===== src/hsc_pkg.sv =====
package hsc_pkg;

  // Register addresses.
  localparam logic [15:0] HSC_OFF_CTRL = 16'h001d;
  localparam logic [15:0] HSC_OFF_PTR = 16'h001e;
  localparam logic [15:0] HSC_OFF_WIN = 16'h001f;
  localparam logic [15:0] HSC_OFF_POS = 16'h8003;
  localparam logic [15:0] HSC_OFF_NEG = 16'h8004;

  // Reset values.
  localparam logic [15:0] HSC_RST_CTRL = 16'h0000;
  localparam logic [15:0] HSC_RST_PTR = 16'h0000;
  localparam logic [9:0] HSC_RST_POS = 10'h283;
  localparam logic [9:0] HSC_RST_NEG = 10'h17c;

  // Control register field positions and alignment character width.
  localparam int HSC_BIT_MANUAL = 13;
  localparam int HSC_BIT_REFSEL = 12;
  localparam int HSC_BIT_RX_CTC = 11;
  localparam int HSC_BIT_TX_CTC = 10;
  localparam int HSC_BIT_ENC = 3;
  localparam int HSC_BIT_DEC = 2;
  localparam int HSC_POL_HI = 1;
  localparam int HSC_POL_LO = 0;
  localparam int HSC_CHAR_W = 10;

  // Sync loss policy codes.
  localparam logic [1:0] HSC_POL_STD = 2'b00;
  localparam logic [1:0] HSC_POL_ONE = 2'b01;
  localparam logic [1:0] HSC_POL_TWO = 2'b10;
  localparam logic [1:0] HSC_POL_THREE = 2'b11;

  // Derived rate settings; widths and values are plain defaults.
  localparam int HSC_MULT_W = 5;
  localparam int HSC_RATE_W = 2;
  localparam logic [4:0] HSC_AUTO_PLL_156 = 5'h10;
  localparam logic [4:0] HSC_AUTO_PLL_312 = 5'h08;
  localparam logic [4:0] HSC_AUTO_HOST_156 = 5'h08;
  localparam logic [4:0] HSC_AUTO_HOST_312 = 5'h04;
  localparam logic [1:0] HSC_AUTO_RATE = 2'h0;

  // Register select, one-hot.
  typedef enum logic [4:0] {
    HSC_SEL_NONE = 5'b00000,
    HSC_SEL_CTRL = 5'b00001,
    HSC_SEL_PTR = 5'b00010,
    HSC_SEL_WIN = 5'b00100,
    HSC_SEL_POS = 5'b01000,
    HSC_SEL_NEG = 5'b10000
  } hsc_sel_t;

  typedef enum logic [1:0] {
    HSC_LOST = 2'b01,
    HSC_SYNCED = 2'b10
  } hsc_sync_t;

endpackage


===== src/hsc_regs.sv =====
`timescale 1ns/10ps
module hsc_regs #(
  parameter int unsigned ACQ_COUNT = 3,
  parameter int unsigned GOOD_RECOVER = 4,
  parameter int unsigned ERR_LIMIT = 4
) (
  // Clock and reset.
  input wire logic ref_clk,
  input wire logic resetn,
  // Decoded management access.
  input wire logic mgmt_c45,
  input wire logic [15:0] mgmt_addr,
  input wire logic mgmt_wr,
  input wire logic mgmt_rd,
  input wire logic [15:0] mgmt_wdata,
  output logic [15:0] mgmt_rdata,
  output logic mgmt_rvalid,
  // Manual rate fields held elsewhere.
  input wire logic [hsc_pkg::HSC_MULT_W-1:0] manual_pll_multiplier,
  input wire logic [hsc_pkg::HSC_MULT_W-1:0] manual_host_multiplier,
  input wire logic [hsc_pkg::HSC_RATE_W-1:0] manual_rate,
  // Effective rate settings.
  output logic [hsc_pkg::HSC_MULT_W-1:0] pll_multiplier,
  output logic [hsc_pkg::HSC_MULT_W-1:0] host_side_multiplier,
  output logic [hsc_pkg::HSC_RATE_W-1:0] side_rate,
  // Datapath steering.
  output logic rx_tolerance_comp_skip,
  output logic tx_tolerance_comp_skip,
  output logic line_encoder_skip,
  output logic line_decoder_skip,
  // Receive symbols and sync status.
  input wire logic rx_symbol_valid,
  input wire logic [9:0] rx_symbol,
  input wire logic rx_code_error,
  output logic align_match,
  output logic sync_acquired
);
  import hsc_pkg::*;

  logic [15:0] ctrl;
  logic [15:0] pointer;
  logic [HSC_CHAR_W-1:0] align_char_positive;
  logic [HSC_CHAR_W-1:0] align_char_negative;
  hsc_sel_t direct_sel;
  hsc_sel_t target_sel;
  logic [1:0] sync_loss_policy;
  logic sym_match;
  logic sym_err;
  logic sym_good;
  hsc_sync_t sync_state;
  hsc_sync_t next_sync_state;
  logic [2:0] acq_cnt;
  logic [2:0] next_acq_cnt;
  logic [2:0] err_cnt;
  logic [2:0] next_err_cnt;
  logic [2:0] good_cnt;
  logic [2:0] next_good_cnt;
  logic [1:0] run_cnt;
  logic [1:0] next_run_cnt;

  // The window and pointer live only in the base page; the extended
  // page is the block of alignment characters.
  function automatic hsc_sel_t hsc_decode(input logic [15:0] addr, input logic base_ok);
    hsc_sel_t s;
    s = HSC_SEL_NONE;
    if (base_ok && addr == HSC_OFF_CTRL) begin
      s = HSC_SEL_CTRL;
    end else if (base_ok && addr == HSC_OFF_PTR) begin
      s = HSC_SEL_PTR;
    end else if (base_ok && addr == HSC_OFF_WIN) begin
      s = HSC_SEL_WIN;
    end else if (addr == HSC_OFF_POS) begin
      s = HSC_SEL_POS;
    end else if (addr == HSC_OFF_NEG) begin
      s = HSC_SEL_NEG;
    end
    return s;
  endfunction

  function automatic logic [15:0] hsc_read(input hsc_sel_t s, input logic [15:0] c, input logic [15:0] p,
                                           input logic [9:0] pos, input logic [9:0] neg);
    logic [15:0] d;
    d = 16'h0000;
    case (s)
      HSC_SEL_CTRL: d = c;
      HSC_SEL_PTR: d = p;
      HSC_SEL_POS: d = {6'h00, pos};
      HSC_SEL_NEG: d = {6'h00, neg};
      default: d = 16'h0000;
    endcase
    return d;
  endfunction

  // Clause 22 frames carry only a 5-bit register number, so only the base page is seen there.
  always_comb begin
    if (mgmt_c45) begin
      direct_sel = hsc_decode(mgmt_addr, 1'b1);
    end else begin
      direct_sel = hsc_decode({11'h000, mgmt_addr[4:0]}, 1'b1);
    end
  end

  always_comb begin
    if (direct_sel == HSC_SEL_WIN) begin
      target_sel = hsc_decode(pointer, 1'b0);
    end else begin
      target_sel = direct_sel;
    end
  end

  always_ff @(posedge ref_clk or negedge resetn) begin
    if (!resetn) begin
      ctrl <= HSC_RST_CTRL;
    end else if (mgmt_wr && target_sel == HSC_SEL_CTRL) begin
      ctrl <= mgmt_wdata;
    end
  end

  // pointer changes only on its own write.
  always_ff @(posedge ref_clk or negedge resetn) begin
    if (!resetn) begin
      pointer <= HSC_RST_PTR;
    end else if (mgmt_wr && target_sel == HSC_SEL_PTR) begin
      pointer <= mgmt_wdata;
    end
  end

  // ten-bit characters, upper bits read zero.
  always_ff @(posedge ref_clk or negedge resetn) begin
    if (!resetn) begin
      align_char_positive <= HSC_RST_POS;
      align_char_negative <= HSC_RST_NEG;
    end else if (mgmt_wr && target_sel == HSC_SEL_POS) begin
      align_char_positive <= mgmt_wdata[HSC_CHAR_W-1:0];
    end else if (mgmt_wr && target_sel == HSC_SEL_NEG) begin
      align_char_negative <= mgmt_wdata[HSC_CHAR_W-1:0];
    end
  end

  always_ff @(posedge ref_clk or negedge resetn) begin
    if (!resetn) begin
      mgmt_rdata <= 16'h0000;
      mgmt_rvalid <= 1'b0;
    end else begin
      mgmt_rvalid <= mgmt_rd;
      if (mgmt_rd) begin
        mgmt_rdata <= hsc_read(target_sel, ctrl, pointer, align_char_positive, align_char_negative);
      end
    end
  end

  always_ff @(posedge ref_clk or negedge resetn) begin
    if (!resetn) begin
      pll_multiplier <= HSC_AUTO_PLL_156;
      host_side_multiplier <= HSC_AUTO_HOST_156;
      side_rate <= HSC_AUTO_RATE;
    end else if (ctrl[HSC_BIT_MANUAL]) begin
      pll_multiplier <= manual_pll_multiplier;
      host_side_multiplier <= manual_host_multiplier;
      side_rate <= manual_rate;
    end else begin
      pll_multiplier <= ctrl[HSC_BIT_REFSEL] ? HSC_AUTO_PLL_312 : HSC_AUTO_PLL_156;
      host_side_multiplier <= ctrl[HSC_BIT_REFSEL] ? HSC_AUTO_HOST_312 : HSC_AUTO_HOST_156;
      side_rate <= HSC_AUTO_RATE;
    end
  end

  assign rx_tolerance_comp_skip = ctrl[HSC_BIT_RX_CTC];
  assign tx_tolerance_comp_skip = ctrl[HSC_BIT_TX_CTC];
  assign line_encoder_skip = ctrl[HSC_BIT_ENC];
  assign line_decoder_skip = ctrl[HSC_BIT_DEC];
  assign sync_loss_policy = ctrl[HSC_POL_HI:HSC_POL_LO];

  // either disparity of the alignment character.
  assign sym_match = rx_symbol_valid && (rx_symbol == align_char_positive || rx_symbol == align_char_negative);
  assign sym_err = rx_symbol_valid && rx_code_error;
  assign sym_good = rx_symbol_valid && !rx_code_error;

  always_ff @(posedge ref_clk or negedge resetn) begin
    if (!resetn) begin
      align_match <= 1'b0;
    end else begin
      align_match <= sym_match;
    end
  end

  // Acquisition needs ACQ_COUNT clean alignment characters with no code error between them.
  always_comb begin
    next_sync_state = sync_state;
    next_acq_cnt = acq_cnt;
    next_err_cnt = err_cnt;
    next_good_cnt = good_cnt;
    next_run_cnt = run_cnt;
    case (sync_state)
      HSC_LOST: begin
        next_err_cnt = 3'h0;
        next_good_cnt = 3'h0;
        next_run_cnt = 2'h0;
        if (sym_err) begin
          next_acq_cnt = 3'h0;
        end else if (sym_match) begin
          if (acq_cnt + 3'h1 >= 3'(ACQ_COUNT)) begin
            next_sync_state = HSC_SYNCED;
            next_acq_cnt = 3'h0;
          end else begin
            next_acq_cnt = acq_cnt + 3'h1;
          end
        end
      end
      HSC_SYNCED: begin
        if (sync_loss_policy == HSC_POL_STD) begin
          // errors accumulate, clean runs pay them back.
          if (sym_err) begin
            next_good_cnt = 3'h0;
            if (err_cnt + 3'h1 >= 3'(ERR_LIMIT)) begin
              next_sync_state = HSC_LOST;
            end else begin
              next_err_cnt = err_cnt + 3'h1;
            end
          end else if (sym_good && err_cnt != 3'h0) begin
            if (good_cnt + 3'h1 >= 3'(GOOD_RECOVER)) begin
              next_err_cnt = err_cnt - 3'h1;
              next_good_cnt = 3'h0;
            end else begin
              next_good_cnt = good_cnt + 3'h1;
            end
          end
        end else begin
          // run length equal to the policy code.
          if (sym_err) begin
            if (run_cnt + 2'h1 >= sync_loss_policy) begin
              next_sync_state = HSC_LOST;
            end else begin
              next_run_cnt = run_cnt + 2'h1;
            end
          end else if (sym_good) begin
            next_run_cnt = 2'h0;
          end
        end
      end
      default: begin
        next_sync_state = HSC_LOST;
      end
    endcase
  end

  always_ff @(posedge ref_clk or negedge resetn) begin
    if (!resetn) begin
      sync_state <= HSC_LOST;
      acq_cnt <= 3'h0;
      err_cnt <= 3'h0;
      good_cnt <= 3'h0;
      run_cnt <= 2'h0;
    end else begin
      sync_state <= next_sync_state;
      acq_cnt <= next_acq_cnt;
      err_cnt <= next_err_cnt;
      good_cnt <= next_good_cnt;
      run_cnt <= next_run_cnt;
    end
  end

  assign sync_acquired = (sync_state == HSC_SYNCED);
endmodule

===== config.mk =====
export PLATFORM = sky130hd
export DESIGN_NAME = hsc_regs
export DESIGN_NICKNAME = d
export VERILOG_FILES = /design/src/hsc_pkg.sv /design/src/hsc_regs.sv
export SDC_FILE = /design/constraint.sdc
export NUM_CORES = 1
export LEC_CHECK = 0
export BUFFER_PORTS_ARGS = -buffer_cell sky130_fd_sc_hd__buf_4
export CAP_MARGIN = 20
export CORE_UTILIZATION = 38
export CTS_BUF_LIST = sky130_fd_sc_hd__clkbuf_8
export DETAILED_ROUTE_END_ITERATION = 10
export GPL_TIMING_DRIVEN = 1
export RECOVER_POWER = 25
export SYNTH_ARGS = -nofsm -noshare
export SYNTH_HDL_FRONTEND = slang
export SYNTH_SLANG_ARGS = --single-unit
export TNS_END_PERCENT = 5

===== constraint.sdc =====
create_clock -name ref_clk -period 5.13 [get_ports ref_clk]
set_clock_uncertainty 0.1 [all_clocks]
set_input_delay 1.026 -clock ref_clk [delete_from_list [all_inputs] [get_ports ref_clk]]
set_output_delay 1.026 -clock ref_clk [all_outputs]
set_load 0.01 [all_outputs]

## Word level (Yosys, flattened, before mapping)

Index checks and enable logic that the tools add are counted.

| word-level totals | value |
|---|---|
| flip-flop bits (word level) | 95 |
| input bits | 61 |

| operators by class | value |
|---|---|
| magnitude comparators | 4 |
| $add $sub $neg | 5 |
| reduce and logical (&&, ||, !) cells | 20 |
| bitwise gates (word level) | 1 |
| mux-type cells | 46 |
| equality and inequality tests | 32 |

Operator list:

| operator | count |
|---|---|
| == test 16 bit, second input constant | 4 |
| case mux 16 bit (4 select lines) | 1 |
| 2-to-1 mux 5 bit | 12 |
| == test 16 x 5 -> 1 bit, second input constant | 3 |
| 2-to-1 mux 3 bit | 15 |
| 2-to-1 mux 2 bit | 13 |
| == test 10 bit | 2 |
| == test 5 bit, second input constant | 4 |
| != test 3 x 1 -> 1 bit, second input constant | 4 |
| case mux 3 bit (2 select lines) | 2 |
| adder 3 x 1 -> 3 bit, second input constant | 3 |
| logical AND 1 bit | 8 |
| != test 2 bit, second input constant | 4 |
| case mux 2 bit (2 select lines) | 2 |
| >= comparator 3 bit, second input constant | 2 |
| != test 3 bit, second input constant | 2 |
| AND reduction 6 bit | 1 |
| == test 5 x 1 -> 1 bit, second input constant | 1 |
| == test 5 x 2 -> 1 bit, second input constant | 1 |
| == test 5 x 3 -> 1 bit, second input constant | 1 |
| == test 5 x 4 -> 1 bit, second input constant | 1 |
| AND reduction 5 bit | 1 |
| 2-to-1 mux 4 bit | 1 |
| != test 2 x 1 -> 1 bit, second input constant | 2 |
| 16 further kinds | 18 |

## Longest topological paths before layout

| logic depth | value |
|---|---|
| depth in word-level cells | 13 |
| mapped depth | 8 |
| gate-level depth less buffers | 8 |

## Worst setup path before layout

Ideal clock, no wire load.

| timing | value |
|---|---|
| kind | input -> register |
| start point | input port mgmt_addr[8] |
| end point | register ctrl[10] |
| path slack | 1857 ps |
| stages on the path | 6 |
| arrival | 3048 ps |
| path through | or4b_4 -> o41ai_4 -> nand4_4 -> nor3b_4 -> buf_8 -> mux2_4 |

| on the way | value |
|---|---|
| word-level cells in the longest chain between the ends | 11 |
| elaborated cells between the ends (all ways) | 15 |
| classes of those cells | eq/ne: 7; mux: 7; reduce/logical: 1 |

RTL lines:

| element | RTL line | text |
|---|---|---|
| from (decl) | hsc_regs.sv:12 | `input wire logic [15:0] mgmt_addr,` |
| == test 16 bit | hsc_regs.sv:74 | `end else if (addr == HSC_OFF_NEG) begin` |
| 2-to-1 mux 5 bit | hsc_regs.sv:74 |  |
| 2-to-1 mux 5 bit | hsc_regs.sv:72 | `end else if (addr == HSC_OFF_POS) begin` |
| 2-to-1 mux 5 bit | hsc_regs.sv:70 | `end else if (base_ok && addr == HSC_OFF_WIN) begin` |
| 2-to-1 mux 5 bit | hsc_regs.sv:68 | `end else if (base_ok && addr == HSC_OFF_PTR) begin` |
| 2-to-1 mux 5 bit * | hsc_regs.sv:66 | `if (base_ok && addr == HSC_OFF_CTRL) begin` |
| 2-to-1 mux 5 bit * | hsc_regs.sv:96 | `if (mgmt_c45) begin` |
| == test 5 x 3 -> 1 bit | hsc_regs.sv:104 | `if (direct_sel == HSC_SEL_WIN) begin` |
| 2-to-1 mux 5 bit * | hsc_regs.sv:104 |  |
| == test 5 x 1 -> 1 bit * | hsc_regs.sv:114 | `end else if (mgmt_wr && target_sel == HSC_SEL_CTRL) begin` |
| logical AND 1 bit * | hsc_regs.sv:114 |  |
| to (signal assigned) | hsc_regs.sv:115 | `ctrl <= mgmt_wdata;` |
| to (decl) | hsc_regs.sv:40 | `logic [15:0] ctrl;` |

Every way passes the cells marked *; elsewhere a longest branch is shown, timed or not.
A chain may end at the register's enable or synchronous reset.

## Final worst setup path

| timing | value |
|---|---|
| start point | input port mgmt_addr[8] |
| end point | register ctrl[5] |

The elaborated chain is that of the path after synthesis.

==> impl_metrics.csv <==
group,metric,value,unit
synthesis,syn_area,0.00476,mm2
power,switching_share,0.270,
timing,finalMaxSlewViolations,57,
clocking,ctsRootBufferMaster,"clkbuf_8",
clocking,cts_resized,0,
synthesis,synth_top_area_cell,"dfrtp_1",
timing,finalWorstSetupSlack,1550,ps
timing,slew_headroom,-0.971,
global_routing,gr-usage-met3,0.0420,
timing,max_clock_freq,279,MHz
synthesis,synthFlopType,"dfrtp_1",
route,vias,3509,
power,seqPwrFrac,0.531,
global_routing,grtUsageTotal,0.185,
clocking,cts_num_sinks,95,
power,ir_worst_vdd,0.147,mV
placed_design,hpwlAfterDp,8140,um
power,clock_power_share,0.305,
timing,hold_violations,0,
power,switchingPower,435,uW
final_layout,layout-drive-gt1-share,0.358,
synthesis,synth_area_leaders,"dfrtp_1 (43%), mux2_2 (9.0%), dfstp_2 (7.2%), a22o_1 (3.3%), xor2_1 (2.8%)",
placed_design,io_buffer_count,95,
clocking,clk_path_buf_depth,2,
floorplanning,coreArea,0.0121,mm2
synthesis,syn-num-nets,481,
worst_setup_path,required,5290,ps
timing,final-setup-viol-count,0,
route,postRouteWirelength,11300,um
clocking,htreeDepth,3,
power,p_comb_frac,0.164,
outcome,status,"finished, violations left",
synthesis,synth_fa_ha_area_frac,0.0263,
timing,tightest_slew,2960,ps
final_layout,fin_util,0.481,
synthesis,synth_commonest_cells,"dfrtp_1 (82), mux2_2 (38), nand2_1 (29)",
synthesis,muxShareOfSynthArea,0.141,
outcome,violations,"max-capacitance violations, max-slew violations",
clocking,numCtsBuffers,9,
run,cap_violations,1,
timing,fin_crit_sh,0.698,
timing,rsz0062_at_grt,"no",
synthesis,yosysUniqueCellTypes,50,
clocking,cts_setup_buffers,0,
worst_setup_path,crit_fanout,19,
timing,setup_tns,0,ps
synthesis,synth.most_common_cell,"dfrtp_1",
route,drc,0,
power,pwr_density_cell,276,mW/mm2
route,drtAntennaViolNets,0,
route,avgViaCountPerCell,5.18,
floorplanning,std_cell_rows,40,
synthesis,synth_top_area_frac,0.431,
clocking,cts_tree,"built",
synthesis,synth-compound-area-share,0.134,
floorplanning,io_pins,96,
global_routing,grt_pass1_vias,3499,
global_routing,busiest_layer,"met2",
synthesis,netlist_instances,410,
synthesis,synth-simple-area-share,0.113,
worst_setup_path,crit_path_start_kind,"input pin",
synthesis,ys_seq_area_frac,0.503,
clocking,clock_latency,370,ps
floorplanning,start_util,0.393,
hold_path,hp-class,"reg2reg",
global_routing,met1_usage,0.244,
synthesis,yosys_warnings,0,
floorplanning,dieArea,0.0130,mm2
worst_setup_path,arrival,3740,ps
final_layout,insertedDiodeCount,0,
synthesis,postSynthAreaPerCell,11.6,um2
synthesis,synth_top_family_by_area,"multiplexers",
route,initialDrtViolationCount,168,
final_layout,area_growth,22.6,%
route,dr.pass1.iters,4,
worst_setup_path,criticalPathCategory,"in2reg",
worst_setup_path,worst_setup_path_end_kind,"register",
route,wl_per_cell,16.7,um
power,intPower,1170,uW
final_layout,fin_nets,575,
synthesis,ys_async_sr_fraction,1.00,
global_routing,met2_usage,0.302,
clocking,ctsHoldBuffers,0,
synthesis,synthXorXnorAreaFrac,0.0460,
global_routing,grt_max_degree,57,
floorplanning,fp.dieH,114,um
synthesis,ys_ff_latch,95,
power,p_leak,0.00275,uW
floorplanning,dieWidth,114,um
placed_design,dp_slack,1160,ps
clocking,path_clk_slew,90,ps
placed_design,gp_congestion,0.810,
global_routing,antenna_found_initial,0,
synthesis,synth_enable_flop_cells,0,
global_routing,grt_overflow_total,0,
timing,period_needed,3580,ps
global_routing,grt_pass1_wl,18200,um
[routing by layer]
layer	part of all wire	up-vias
met1	0.45	1724
met4	0.017	0
met5	0	-
li1	-	1664
met3	0.059	17
met2	0.47	104
[stage by stage]
step                hold WS (ps)  area, um2  power (uW)  std cells
floorplan                    336       4760        1000        410
global placement             376       5640        1130        661
detailed placement           381       5640        1140        661
CTS                          395       5840        1640        677
global route                 434       5830        1700        677
finish                       386       5830        1610        677
[cell families (layout without fill, tap and decap cells)]
kind of cell | after synthesis | count (layout)
buffers and inverters | 39 | 138
flip-flops | 95 | 95
AO/OA/AOI/OAI | 88 | 88
AND/OR/NAND/NOR | 96 | 96
multiplexers | 57 | 57
XOR/XNOR | 25 | 25
adder cells (fa/ha/maj) | 10 | 10
[placed cells by master (no fill, tap or decap), types with 2 or more instances in the layout]
cell type  instances
nor2_1            20
inv_6              2
and2_1             5
nor3b_4            2
nor3_1             2
nand3_1            5
clkbuf_8           9
xnor2_1           10
clkbuf_4           3
o22ai_1            7
nor2b_1            3
a22o_1            18
clkinv_4           2
xor2_1            15
nor3b_1            2
mux2_1            10
mux2_4             8
nand2_1           29
a2111oi_0          2
inv_1             22
mux2_2            38
and2_0             6
nand2b_1           4
a21o_1             2
nor4_1             6
dfrtp_1           82
dfstp_2           13
o21ai_0            6
ha_1              10
buf_4             97
a221oi_1          10
nand4_1            3
a21oi_1           25
clkbuf_1           2
a22oi_1           10
[path summary, 6_finish.rpt]
kind | start | cells past startpoint | endpoint | slack, ps
min in group asynchronous | resetn | 1 | mgmt_rdata[15] | 1510
max reg2reg | pointer[8] | 5 | align_char_negative[1] | 2420
max in group asynchronous | resetn | 2 | align_char_negative[2] | 1640
min reg2reg | ctrl[12] | 1 | pll_multiplier[4] | 390
max | mgmt_addr[8] | 7 | ctrl[5] | 1550
min | ctrl[12] | 1 | pll_multiplier[4] | 390
[area by class of cell]
| class | count | area, um2 |
|---|---|---|
| Fill cell | 1149 | 6280 |
| Sequential cell | 95 | 2390 |
| Multi-Input combinational cell | 276 | 2200 |
| Timing Repair Buffer | 102 | 758 |
| Tap cell | 168 | 210 |
| Clock buffer | 9 | 124 |
| Inverter | 20 | 75.1 |
| Clock inverter | 7 | 72.6 |
[power groups by stage]
stage                     Clock [uW]  Sequential, uW  Combinational (uW)
after detailed placement           0             869                 269
after CTS                        516             855                 270
after global placement             0             867                 263
final                            491             855                 264
after global routing             542             864                 292
after floorplan                    0             867                 135
[critical path: stages]
cell and delay, ps:
buf_4 110, or4b_4 550, o41ai_4 390, nand4_4 380
nor3b_4 600, buf_4 330, mux2_2 350
[sequential cells by signal (all words and copies together), names as in the netlist, 5 cells and up]
register and cells:
pointer 16, host_side_multiplier 5, ctrl 16, align_char_positive 10
pll_multiplier 5, mgmt_rdata 16, align_char_negative 10
Power figures use the tool's default switching activity.
